**config.mk**
```make
export PLATFORM = sky130hd
export DESIGN_NAME = cba_arbiter
export DESIGN_NICKNAME = d
export VERILOG_FILES = /design/src/design/cba_pkg.sv /design/src/design/cba_arbiter.sv /design/src/design/cba_cal_engine.sv
export SDC_FILE = /design/constraint.sdc
export NUM_CORES = 1
export LEC_CHECK = 0
export BUFFER_PORTS_ARGS = -buffer_cell sky130_fd_sc_hd__buf_2
export CAP_MARGIN = 0
export CORE_MARGIN = 2
export CORE_UTILIZATION = 35
export DETAILED_ROUTE_END_ITERATION = 8
export HOLD_SLACK_MARGIN = 0.12
export PLACE_DENSITY = 0.59
export SKIP_CTS_REPAIR_TIMING = 1
export SLEW_MARGIN = 20
export SYNTH_ARGS = -nofsm -noshare
export SYNTH_HDL_FRONTEND = slang
export SYNTH_HIERARCHICAL = 1
export SYNTH_SLANG_ARGS = --single-unit
```
**constraint.sdc**
```tcl
create_clock -name clk -period 2.83 [get_ports clk]
set_clock_uncertainty 0.05 [all_clocks]
set_input_delay 0.566 -clock clk [delete_from_list [all_inputs] [get_ports clk]]
set_output_delay 0.566 -clock clk [all_outputs]
set_load 0.02 [all_outputs]
```
**src/design/cba_pkg.sv**
```systemverilog
// constants for the configuration bus arbitration block
package cba_pkg;
  // ==========================================================
  // register offsets
  localparam logic [10:0] OFS_OWNER = 11'h000;
  localparam logic [10:0] OFS_CALEN = 11'h100;
  localparam logic [10:0] OFS_PLLCAP = 11'h480;
  localparam logic [10:0] OFS_CHCAP = 11'h481;
  // ==========================================================
  // field positions
  localparam int OWN_BIT = 0;
  localparam int DONE_BIT = 1;
  localparam int CAP_OWNER_BIT = 2;
  localparam int CAP_RXEN_BIT = 4;
  localparam int CAP_TXEN_BIT = 5;
  localparam int CAP_RXBUSY_BIT = 0;
  localparam int CAP_TXBUSY_BIT = 1;
  localparam int CALEN_RX_BIT = 0;
  localparam int CALEN_TX_BIT = 1;
  // ==========================================================
  // reset values and timing
  localparam logic [7:0] CALEN_RST = 8'h03;
  localparam logic [1:0] BUSYEN_RST = 2'h3;
  localparam int BUSY_DELAY = 2;
  localparam int CAL_TIME_NS = 2000;
  localparam int CLK_PERIOD_NS = 50;
  localparam int CAL_CYCLES = (CAL_TIME_NS + CLK_PERIOD_NS - 1)
                              / CLK_PERIOD_NS;
  // ==========================================================
  // owner of the internal bus
  typedef enum logic {CBA_USER, CBA_ENGINE} cba_owner_e;
endpackage

```
**src/design/cba_arbiter.sv**
```systemverilog
// configuration bus arbiter with calibration status registers
`timescale 1ns/100ps
module cba_arbiter #(
  parameter bit SEPARATE_WAIT = 1'b0,
  parameter bit MERGED_SIMPLEX = 1'b0,
  parameter int CAL_CYCLES = cba_pkg::CAL_CYCLES
) (
  // clock and reset
  input  wire logic        clk,
  input  wire logic        reset_n,
  input  wire logic        clk_en,
  // reconfiguration port
  input  wire logic [10:0] reconfig_address,
  input  wire logic        reconfig_write,
  input  wire logic        reconfig_read,
  input  wire logic [7:0]  reconfig_writedata,
  output logic [7:0]       reconfig_readdata,
  output logic             reconfig_waitrequest,
  // calibration status
  output logic             tx_cal_busy,
  output logic             rx_cal_busy,
  output logic             pll_cal_busy
);
  // ==========================================================
  // state
  cba_pkg::cba_owner_e owner_q;
  logic [7:0] calen_q;
  logic [1:0] busyen_q;
  logic [1:0] arm_q;
  logic       pwrup_q;
  logic       cal_busy;
  logic       cal_done;
  logic       abort;
  logic       start_d;
  logic       wr_own;
  logic       wr_user;
  logic       lane_busy_q [2];

  // ==========================================================
  // refuse settings the counters cannot serve
  if (CAL_CYCLES < 1 || CAL_CYCLES > 65535) begin : g_bad_cycles
    $error("CAL_CYCLES out of range");
  end
  if (cba_pkg::BUSY_DELAY < 1 || cba_pkg::BUSY_DELAY > 2) begin : g_bad_delay
    $error("BUSY_DELAY does not fit the arm shifter");
  end

  // ==========================================================
  // decode helpers
  function automatic logic hit(input logic [10:0] a, input logic [10:0] o);
    return a == o;
  endfunction

  // any lane asks for a recalibration
  function automatic logic cal_wanted(input logic [7:0] en);
    return en[cba_pkg::CALEN_RX_BIT] || en[cba_pkg::CALEN_TX_BIT];
  endfunction

  // channel capability word, busy bits gated like the pins
  function automatic logic [7:0] chcap_word(input logic       eng,
                                            input logic       busy,
                                            input logic [1:0] en);
    logic [7:0] w;
    w = 8'h00;
    w[cba_pkg::CAP_RXBUSY_BIT] = busy && en[0];
    w[cba_pkg::CAP_TXBUSY_BIT] = busy && en[1];
    w[cba_pkg::CAP_OWNER_BIT] = eng;
    w[cba_pkg::CAP_RXEN_BIT] = en[0];
    w[cba_pkg::CAP_TXEN_BIT] = en[1];
    return w;
  endfunction

  // pll capability word, busy never gated
  function automatic logic [7:0] pllcap_word(input logic eng,
                                             input logic busy);
    logic [7:0] w;
    w = 8'h00;
    w[cba_pkg::CAP_RXBUSY_BIT] = busy;
    w[cba_pkg::CAP_OWNER_BIT] = eng;
    return w;
  endfunction

  // ownership control word, bit one is inverted busy
  function automatic logic [7:0] ctrl_word(input logic eng,
                                           input logic busy);
    logic [7:0] w;
    w = 8'h00;
    w[cba_pkg::OWN_BIT] = eng;
    w[cba_pkg::DONE_BIT] = !busy;
    return w;
  endfunction

  // capability reads need no arbitration; others only when granted
  assign wr_user = reconfig_write && owner_q == cba_pkg::CBA_USER;
  assign wr_own = reconfig_write && hit(reconfig_address,
                                        cba_pkg::OFS_OWNER);
  assign abort = wr_own && cal_busy
                 && reconfig_writedata[1:0] == 2'h2;
  assign start_d = arm_q[cba_pkg::BUSY_DELAY-1];

  cba_cal_engine #(.CYCLES(CAL_CYCLES)) u_eng (
    .clk     (clk),
    .reset_n (reset_n),
    .clk_en  (clk_en),
    .start   (start_d),
    .abort   (abort),
    .busy    (cal_busy),
    .done    (cal_done)
  );

  // ==========================================================
  // ownership and calibration launch
  always_ff @(posedge clk) begin
    if (!reset_n) begin
      owner_q <= cba_pkg::CBA_ENGINE;
      pwrup_q <= 1'b1;
      arm_q <= 2'h0;
    end else if (clk_en) begin
      arm_q <= {arm_q[0], 1'b0};
      if (pwrup_q) begin
        pwrup_q <= 1'b0;
        arm_q <= 2'h1;
      end else if (abort) begin
        owner_q <= cba_pkg::CBA_USER;
      end else if (cal_done) begin
        owner_q <= cba_pkg::CBA_USER;
      end else if (wr_own) begin
        // engine owner accepts a write of 0 to bit zero while cal_busy is low, or while busy with bit one set, as the abort above
        if (!reconfig_writedata[cba_pkg::OWN_BIT]) begin
          if (!cal_busy) owner_q <= cba_pkg::CBA_USER;
        end else begin
          owner_q <= cba_pkg::CBA_ENGINE;
          if (!reconfig_writedata[cba_pkg::DONE_BIT]
              && cal_wanted(calen_q))
            arm_q <= 2'h1;
          else if (reconfig_writedata[cba_pkg::DONE_BIT]
                   && !cal_wanted(calen_q))
            owner_q <= cba_pkg::CBA_USER;
        end
      end
    end
  end

  // ==========================================================
  // enable registers
  always_ff @(posedge clk) begin
    if (!reset_n) begin
      calen_q <= cba_pkg::CALEN_RST;
      busyen_q <= cba_pkg::BUSYEN_RST;
    end else if (clk_en) begin
      if (wr_user && hit(reconfig_address, cba_pkg::OFS_CALEN))
        calen_q <= reconfig_writedata;
      if (reconfig_write && hit(reconfig_address, cba_pkg::OFS_CHCAP)
          && !MERGED_SIMPLEX)
        busyen_q <= {reconfig_writedata[cba_pkg::CAP_TXEN_BIT],
                     reconfig_writedata[cba_pkg::CAP_RXEN_BIT]};
    end
  end

  // ==========================================================
  // outputs, all registered
  always_ff @(posedge clk) begin
    if (!reset_n) begin
      reconfig_waitrequest <= !SEPARATE_WAIT;
      reconfig_readdata <= 8'h00;
      pll_cal_busy <= 1'b0;
    end else if (clk_en) begin
      reconfig_waitrequest <= !SEPARATE_WAIT
                              && owner_q == cba_pkg::CBA_ENGINE;
      pll_cal_busy <= cal_busy;
      reconfig_readdata <= 8'h00;
      if (reconfig_read) begin
        if (hit(reconfig_address, cba_pkg::OFS_CHCAP))
          reconfig_readdata <= chcap_word(owner_q == cba_pkg::CBA_ENGINE,
                                          cal_busy, busyen_q);
        else if (hit(reconfig_address, cba_pkg::OFS_PLLCAP))
          reconfig_readdata <= pllcap_word(owner_q == cba_pkg::CBA_ENGINE,
                                           cal_busy);
        else if (owner_q == cba_pkg::CBA_USER) begin
          if (hit(reconfig_address, cba_pkg::OFS_OWNER))
            reconfig_readdata <= ctrl_word(1'b0, cal_busy);
          else if (hit(reconfig_address, cba_pkg::OFS_CALEN))
            reconfig_readdata <= calen_q;
        end
      end
    end
  end

  // ==========================================================
  // per-lane busy gating, one flop per lane
  generate
    for (genvar g = 0; g < 2; g++) begin : g_lane
      always_ff @(posedge clk) begin
        if (!reset_n)
          lane_busy_q[g] <= 1'b0;
        else if (clk_en)
          lane_busy_q[g] <= cal_busy && busyen_q[g];
      end
    end
  endgenerate

  // rx is lane 0 and tx lane 1, as in the enable bits
  assign rx_cal_busy = lane_busy_q[0];
  assign tx_cal_busy = lane_busy_q[1];
endmodule

```
**src/design/cba_cal_engine.sv**
```systemverilog
// calibration engine sequencer model
`timescale 1ns/100ps
module cba_cal_engine #(
  parameter int CYCLES = cba_pkg::CAL_CYCLES
) (
  // clock and reset
  input  wire logic clk,
  input  wire logic reset_n,
  input  wire logic clk_en,
  // control
  input  wire logic start,
  input  wire logic abort,
  // status
  output logic      busy,
  output logic      done
);
  // ==========================================================
  // cycle counter
  logic [15:0] cnt_q;

  initial begin
    if (CYCLES < 1 || CYCLES > 65535) $error("bad CYCLES");
  end

  always_ff @(posedge clk) begin
    if (!reset_n) begin
      cnt_q <= 16'h0000;
      busy <= 1'b0;
      done <= 1'b0;
    end else if (clk_en) begin
      done <= 1'b0;
      if (abort) begin
        busy <= 1'b0;
        cnt_q <= 16'h0000;
      end else if (start && !busy) begin
        busy <= 1'b1;
        cnt_q <= 16'(CYCLES);
      end else if (busy) begin
        if (cnt_q == 16'h0001) begin
          busy <= 1'b0;
          done <= 1'b1;
        end
        cnt_q <= cnt_q - 16'h0001;
      end
    end
  end
endmodule

```
==> impl_metrics.csv, run 1 <==
group,metric,value,unit
critical_path,path_max_fanout,6,
run_status,status,"complete, no violations",
global_route,grt_usage,16.0,%
yosys,synth_area_leaders,"dfxtp_1 (41%), mux2i_1 (4.7%), nand2_1 (4.6%)",
power,switching_share,25.3,%
global_route,grt_overflow,0,
critical_path,critPathRequiredTime,2.98,ns
sta,worstMarginPinSlew,0.713,ns
floorplan,die_h,81.8,um
placed_design,hpwl,3.48,mm
placed_design,placed_cells,344,
layout,final_cells,352,
floorplan,rows,28,
layout,seq_area,891,um^2
cts,cts_buffer_depth,2,
layout,mostFrequentLayoutCells,"dfxtp_1 (43), buf_2 (35), nand2_1 (26), nor2_1 (16)",
power,p_comb_share,10.2,%
power,cellPowerDensity,504,mW/mm^2
placed_design,routabilityCongestion,0.826,
yosys,syn_inst,235,
cts,clkSlewWorstSetupHoldPaths,0.09,ns
cts,cts_max_level,2,
sta,final.setup.tns,0,ns
sta,setup_violations,0,
route,drtIter0Drc,80,
yosys,synth_flop_cell,"dfxtp_1",
layout,final_nets,302,
yosys,yosys_warnings,6,
power,power.leakage,1.05,nW
global_route,grt_max_degree,19,
critical_path,end_kind,"flip-flop",
cts,insertion_delay,0.30,ns
yosys,ys_async_sr_fraction,0,%
critical_path,reg2reg_slack,0.83,ns
route,drt-pass1-iter-count,4,
global_route,grt_pass1_wl,8.24,mm
sta,postLayoutSetupSlackWorst,0.543,ns
cts,cts_tree,"built",
yosys,ys_ff_latch,44,
layout,fill_cells,605,
yosys,synthesis.area,0.00212,mm^2
power,p_int,950,uW
global_route,antenna_found_initial,0,
hold_path,holdCritPathClass,"reg2reg",
critical_path,critPathKind,"in2reg",
yosys,synth_seq_area_share,42.1,%
placed_design,pre_cts_slack,0.259,ns
sta,rsz0062_at_grt,"false",
floorplan,io_pins,36,
layout,drive_gt1_share,21.3,%
floorplan,fp.dieW,81.8,um
layout,final_common_cell,"dfxtp_1",
global_route,grt.met3_usage,2.86,%
floorplan,start_util,36.0,%
route,via_count,1874,
global_route,grtUsageMet1,22.2,%
sta,finalHoldViolations,0,
cts,clock-sinks,44,
cts,cts_root_buf,"clkbuf_8",
route,drc,0,
critical_path,crit_arrival,2.44,ns
sta,fmax,0.437,GHz
placed_design,placed_area,0.00241,mm^2
sta,final_max_slew_viol_count,0,
power,clockPowerShare,39.4,%
sta,period_share,80.8,%
global_route,grt_use_met2,24.3,%
yosys,ys_types,52,
route,ant_nets,0,
layout,diodes,0,
layout,design_area,0.00252,mm^2
yosys,synth_top_area_cell,"dfxtp_1",
layout,area_growth,19.2,%
critical_path,startpoint_type,"input pin",
power,seqPwrFrac,50.5,%
power,irDropWorstVdd,0.186,mV
job,maxCapViolCount,0,
sta,min_period,2.29,ns
route,wl_per_cell,13.9,um
sta,relSlewSlack,52.1,%
yosys,synth_top_area_share,40.7,%
sta,hold_ws,0.405,ns
floorplan,dieArea,0.00669,mm^2
yosys,synth_fp_nets,261,
route,vias_per_cell,5.32,
power,p_sw,322,uW
floorplan,core_area,0.00589,mm^2
cts,cts_buffers,5,
yosys,avgSynthCellArea,9.01,um^2
route,wirelength,4.91,mm
yosys,synth-edff-count,1,
global_route,busiest_layer,"met2",
global_route,grt_pass1_vias,1729,
layout,multiInputGateArea,0.00115,mm^2
placed_design,portBuffers,35,
## cell type report
class	count	share of cell area, %
tap	75	3.72
clock buffer	5	2.73
sequential	44	35.3
clock inverter	3	1.83
multi-input combinational	171	45.5
timing repair buffer	43	9.32
inverter	11	1.64
## cells in the mapped netlist, types with 4 or more instances
library cell	n
xor2_1	7
and2_1	4
a22o_1	4
nand4_1	7
mux2i_1	10
nor2_1	16
inv_1	11
clkbuf_1	5
nor2b_1	11
a21oi_1	5
nor3_1	4
o21ai_0	8
nand2_1	26
dfxtp_1	43
nor4_1	5
nand3_1	8
and4_1	4
## stage by stage
step / power, mW / util, %
6_report: 1.27 / 42.9
3_5_place_dp: 0.784 / 40.9
5_1_grt: 1.33 / 42.9
2_1_floorplan: 0.735 / -
3_3_place_gp: 0.784 / 40.9
4_1_cts: 1.29 / 42.9
## state kept, by name, indices dropped and copies added, names as in the netlist
| register | cells |
|---|---|
| arm_q | 2 |
| reconfig_readdata | 8 |
| calen_q | 8 |
| u_eng/cnt_q | 16 |
| u_eng/done | 1 |
| busyen_q | 2 |
| pwrup_q | 1 |
| reconfig_waitrequest | 1 |
| pll_cal_busy | 1 |
| u_eng/busy | 1 |
| owner_q | 1 |
| lane_busy_q | 2 |
## kinds of logic (layout without fill, tap and decap cells)
kind of cell	after synthesis	count (layout)	synth area share, %
buffers and inverters	20	62	3.72
AO/OA/AOI/OAI	45	45	15.7
XOR/XNOR	8	8	3.31
multiplexers	10	10	4.73
AND/OR/NAND/NOR	106	106	29.3
adder cells (fa/ha/maj)	2	2	1.18
flip-flops	44	44	42.1
## worst max-delay path, cell delays in order
cell,delay [ns]
buf_2,0.13
nor4_1,0.32
and4_1,0.33
and4_1,0.33
o31a_1,0.17
nand2_1,0.09
o31a_1,0.31
o21ba_2,0.20
## worst paths after layout
path / from / to / cells past startpoint
max reg2reg: owner_q / calen_q[2] / 5
max: reconfig_address[0] / u_eng/cnt_q[11] / 8
min reg2reg: reconfig_readdata[1] / reconfig_readdata[1] / 2
min: reconfig_readdata[1] / reconfig_readdata[1] / 2
## power groups by stage
stage	registers (mW)	clock network [mW]	logic (mW)
after global routing	0.643	0.544	0.146
after detailed placement	0.656	0	0.128
after floorplan	0.656	0	0.0793
final	0.642	0.501	0.129
after global placement	0.656	0	0.128
after CTS	0.642	0.517	0.129
## routing by layer
layer / vias to the layer above / wire (um)
li1: 940 / -
met1: 884 / 2450
met2: 43 / 2180
met3: 7 / 189
met4: 0 / 91
met5: - / 0
No activity file was read; power rests on OpenSTA's default activity.
==> run 2: changes to the inputs <==
==> constraint.sdc (replaced) <==
create_clock -name clk -period 2.2 [get_ports clk]
set_clock_uncertainty 0.05 [all_clocks]
set_input_delay 0.44 -clock clk [delete_from_list [all_inputs] [get_ports clk]]
set_output_delay 0.44 -clock clk [all_outputs]
set_load 0.02 [all_outputs]
==> impl_metrics.csv, run 2 (synthesis gave the netlist of run 1 again) <==
group,metric,value,unit
sta,finalHoldViolations,0,
route,wirelength,4.86,mm
critical_path,critPathKind,"in2reg",
sta,rsz0062_at_grt,"false",
cts,cts_buffers,5,
critical_path,r2r_start,"owner_q",
placed_design,portBuffers,35,
cts,clock-sinks,44,
route,drc,0,
route,wl_per_cell,13.3,um
critical_path,end_kind,"flip-flop",
power,finalPower,1.65,mW
placed_design,pre_cts_slack,-0.0117,ns
layout,diodes,0,
cts,cts_max_level,2,
sta,min_period,1.89,ns
placed_design,placed_area,0.00252,mm^2
route,drtIter0Drc,94,
power,irDropWorstVdd,0.350,mV
floorplan,io_pins,36,
critical_path,r2r_end,"calen_q[1]",
critical_path,path_max_fanout,5,
layout,largest_reg_flops,16,
hold_path,min_from,"reconfig_writedata[0]",
cts,clkSlewWorstSetupHoldPaths,0.09,ns
sta,relSlewSlack,57.8,%
floorplan,die_h,81.8,um
layout,top_regs,"u_eng/cnt_q (16), calen_q (8), reconfig_readdata (8)",
route,drt-pass1-iter-count,4,
floorplan,fp.dieW,81.8,um
cts,cts_tree,"built",
critical_path,critPathRequiredTime,2.34,ns
route,via_count,1849,
route,ant_nets,0,
layout,design_area,0.00264,mm^2
power,power.leakage,1.12,nW
layout,area_growth,24.6,%
global_route,antenna_found_initial,0,
cts,insertion_delay,0.29,ns
cts,cts_buffer_depth,2,
critical_path,endpoint,"u_eng/cnt_q[11]",
floorplan,rows,28,
route,vias_per_cell,5.05,
power,cellPowerDensity,624,mW/mm^2
layout,mostFrequentLayoutCells,"dfxtp_1 (43), buf_2 (35), nand2_1 (26), buf_4 (22), nor2_1 (16)",
floorplan,start_util,36.0,%
global_route,grt_max_degree,20,
hold_path,hold_depth,3,
sta,period_share,86.0,%
critical_path,crit_arrival,2.03,ns
cts,cts_root_buf,"clkbuf_8",
job,maxCapViolCount,0,
sta,final_max_slew_viol_count,0,
global_route,grt_pass1_vias,1779,
sta,worstMarginPinSlew,0.628,ns
critical_path,rr_worst_depth,5,
layout,final_common_cell,"dfxtp_1",
sta,setup_violations,0,
critical_path,startpoint_type,"input pin",
run_status,status,"complete, no violations",
global_route,grt_usage,16.4,%
layout,top_register,"u_eng/cnt_q",
placed_design,hpwl,3.64,mm
layout,fill_cells,606,
hold_path,holdCritPathClass,"in2reg",
placed_design,routabilityCongestion,0.809,
layout,final_nets,316,
global_route,grt_overflow,0,
sta,fmax,0.529,GHz
floorplan,core_area,0.00589,mm^2
sta,postLayoutSetupSlackWorst,0.308,ns
global_route,grt_pass1_wl,8.65,mm
floorplan,dieArea,0.00669,mm^2
layout,drive_gt1_share,25.8,%
critical_path,critPathLaunch,"reconfig_address[5]",
critical_path,reg2reg_slack,0.39,ns
-- run 2: changes by cell type in the layout (fill, tap and decap cells not counted), sizes merged --
cell  delta
buf     +14
-- run 2: metal layers --
| metal | track usage (%) | share of wire [%] | up-vias |
|---|---|---|---|
| li1 | - | - | 965 |
| met1 | 24.6 | 53 | 855 |
| met2 | 24.0 | 44 | 27 |
| met3 | 3.41 | 2.6 | 2 |
| met4 | 3.67 | 0.84 | 0 |
| met5 | 0 | 0 | - |
-- run 2: final cells by class --
cell class | count | area [um^2] | area share [%]
flip-flops and latches | 44 | 891 | 33.8
well taps | 75 | 93.8 | 3.56
clock buffers | 5 | 68.8 | 2.61
clock inverters | 3 | 46.3 | 1.76
repair buffers | 57 | 340 | 12.9
inverters | 11 | 41.3 | 1.57
multi-input cells | 171 | 1160 | 43.8
-- run 2: worst max-delay path, stage by stage --
cell     delay (ns)
buf_2          0.11
nor4_2         0.28
and4_1         0.26
and4_4         0.26
o31a_1         0.14
nand2_1        0.07
o31a_1         0.27
o21ba_2        0.20
-- run 2: worst min-delay path by stage --
stage	endpoint	slack, ns
finish	calen_q[0]	0.34
global route	calen_q[6]	0.34
detailed placement	reconfig_readdata[5]	0.39
floorplan	reconfig_readdata[5]	0.38
CTS	calen_q[0]	0.33
global placement	reconfig_readdata[5]	0.40
-- run 2: where the power goes --
part / total (mW) / leakage [nW] / internal, mW / switching, mW
registers: 0.827 / 0.359 / 0.812 / 0.0146
logic: 0.181 / 0.709 / 0.0810 / 0.100
clock network: 0.638 / 0.0548 / 0.342 / 0.296
-- run 2: per-stage QoR --
step	instances	hold slack [ns]	TNS (ns)	util (%)
global route	366	0.339	0	44.8
detailed placement	358	0.395	-0.0117	42.9
CTS	366	0.332	0	44.8
global placement	358	0.396	0	42.9
finish	366	0.339	0	44.8
floorplan	235	0.375	0	-
==> run 3: changes to the inputs <==
--- a/config.mk
+++ b/config.mk
@@ -11,7 +11,7 @@
 export CORE_UTILIZATION = 35
 export DETAILED_ROUTE_END_ITERATION = 8
 export HOLD_SLACK_MARGIN = 0.12
-export PLACE_DENSITY = 0.59
+export PLACE_DENSITY = 0.63
 export SKIP_CTS_REPAIR_TIMING = 1
 export SLEW_MARGIN = 20
 export SYNTH_ARGS = -nofsm -noshare
==> impl_metrics.csv, run 3 (synthesis gave the netlist of run 1 again) <==
group,metric,value,unit
cts,cts_max_level,2,
global_route,grt_overflow,0,
critical_path,critPathKind,"in2reg",
cts,cts_buffer_depth,2,
floorplan,die_h,81.8,um
critical_path,crit_arrival,2.02,ns
global_route,antenna_found_initial,0,
floorplan,core_area,0.00589,mm^2
layout,drive_gt1_share,25.5,%
cts,cts_buffers,5,
sta,final.setup.tns,0,ns
layout,top_register,"u_eng/cnt_q",
global_route,grt_pass1_wl,8.44,mm
sta,worstMarginPinSlew,0.578,ns
route,drc,0,
floorplan,io_pins,36,
layout,post-route-util,44.8,%
cts,insertion_delay,0.31,ns
sta,fmax,0.538,GHz
placed_design,pre_cts_slack,-0.00976,ns
sta,postLayoutSetupSlackWorst,0.342,ns
sta,period_share,84.4,%
critical_path,startpoint_type,"input pin",
cts,clock-sinks,44,
critical_path,reg2reg_slack,0.43,ns
floorplan,start_util,36.0,%
cts,cts_root_buf,"clkbuf_8",
job,maxCapViolCount,0,
global_route,grt_max_degree,20,
critical_path,critPathRequiredTime,2.36,ns
sta,finalHoldViolations,0,
layout,final_nets,315,
floorplan,dieArea,0.00669,mm^2
route,wl_per_cell,13.3,um
route,via_count,1892,
cts,clkSlewWorstSetupHoldPaths,0.09,ns
floorplan,rows,28,
power,cellPowerDensity,632,mW/mm^2
sta,rsz0062_at_grt,"false",
power,irDropWorstVdd,0.248,mV
layout,diodes,0,
critical_path,end_kind,"flip-flop",
sta,setup_violations,0,
power,power.leakage,1.12,nW
layout,top_regs,"u_eng/cnt_q (16), calen_q (8), reconfig_readdata (8)",
route,drt-pass1-iter-count,4,
layout,largest_reg_flops,16,
placed_design,portBuffers,35,
route,ant_nets,0,
critical_path,path_max_fanout,4,
placed_design,routabilityCongestion,0.823,
layout,area_growth,24.5,%
layout,mostFrequentLayoutCells,"dfxtp_1 (43), buf_2 (35), nand2_1 (26), buf_4 (21), nor2_1 (16)",
run_status,status,"complete, no violations",
global_route,grt_pass1_vias,1818,
placed_design,hpwl,3.63,mm
hold_path,holdCritPathClass,"in2reg",
floorplan,fp.dieW,81.8,um
sta,relSlewSlack,61.2,%
sta,final_max_slew_viol_count,0,
route,drtIter0Drc,108,
global_route,grt_usage,16.2,%
layout,final_common_cell,"dfxtp_1",
cts,cts_tree,"built",
route,wirelength,4.86,mm
sta,min_period,1.86,ns
route,vias_per_cell,5.18,
[run 3: stage by stage]
step	hold WS [ns]	instance area, um^2	power, mW	instances
CTS	0.333	2640	1.69	365
global route	0.348	2640	1.75	365
detailed placement	0.396	2510	1.02	357
finish	0.344	2640	1.67	365
floorplan	0.375	2130	0.946	235
global placement	0.389	2510	1.02	357
[run 3: worst paths after layout]
kind | endpoint | cells past startpoint | start
worst max register to register | calen_q[3] | 5 | owner_q
worst min-delay path | calen_q[7] | 3 | reconfig_writedata[7]
worst min register to register | reconfig_readdata[5] | 1 | calen_q[5]
worst max-delay path | u_eng/cnt_q[11] | 8 | reconfig_address[0]
[run 3: area by class of cell]
| class | count | area, um^2 |
|---|---|---|
| Fill cell | 594 | 3250 |
| Sequential cell | 44 | 891 |
| Inverter | 11 | 41.3 |
| Multi-Input combinational cell | 171 | 1160 |
| Tap cell | 75 | 93.8 |
| Clock inverter | 2 | 38.8 |
| Clock buffer | 6 | 82.6 |
| Timing Repair Buffer | 56 | 333 |
[run 3: critical path, cell delays in order]
cell and delay, ns:
buf_2 0.11, nor4_1 0.27, and4_1 0.27, and4_4 0.25
o31a_1 0.14, nand2_1 0.07, o31a_1 0.27, o21ba_2 0.20
[run 3: report_power, final]
part	switching (mW)	total, mW	internal [mW]	leakage (nW)
clock network	0.289	0.660	0.372	0.0614
logic	0.101	0.180	0.0795	0.704
registers	0.0127	0.825	0.812	0.359
total	0.402	1.67	1.26	1.12
[run 3: per-layer routing]
layer,share of wire [%],global-route usage [%]
met5,0,0
met4,1.5,6.33
met3,3.8,3.52
met2,46,25.0
met1,49,22.0
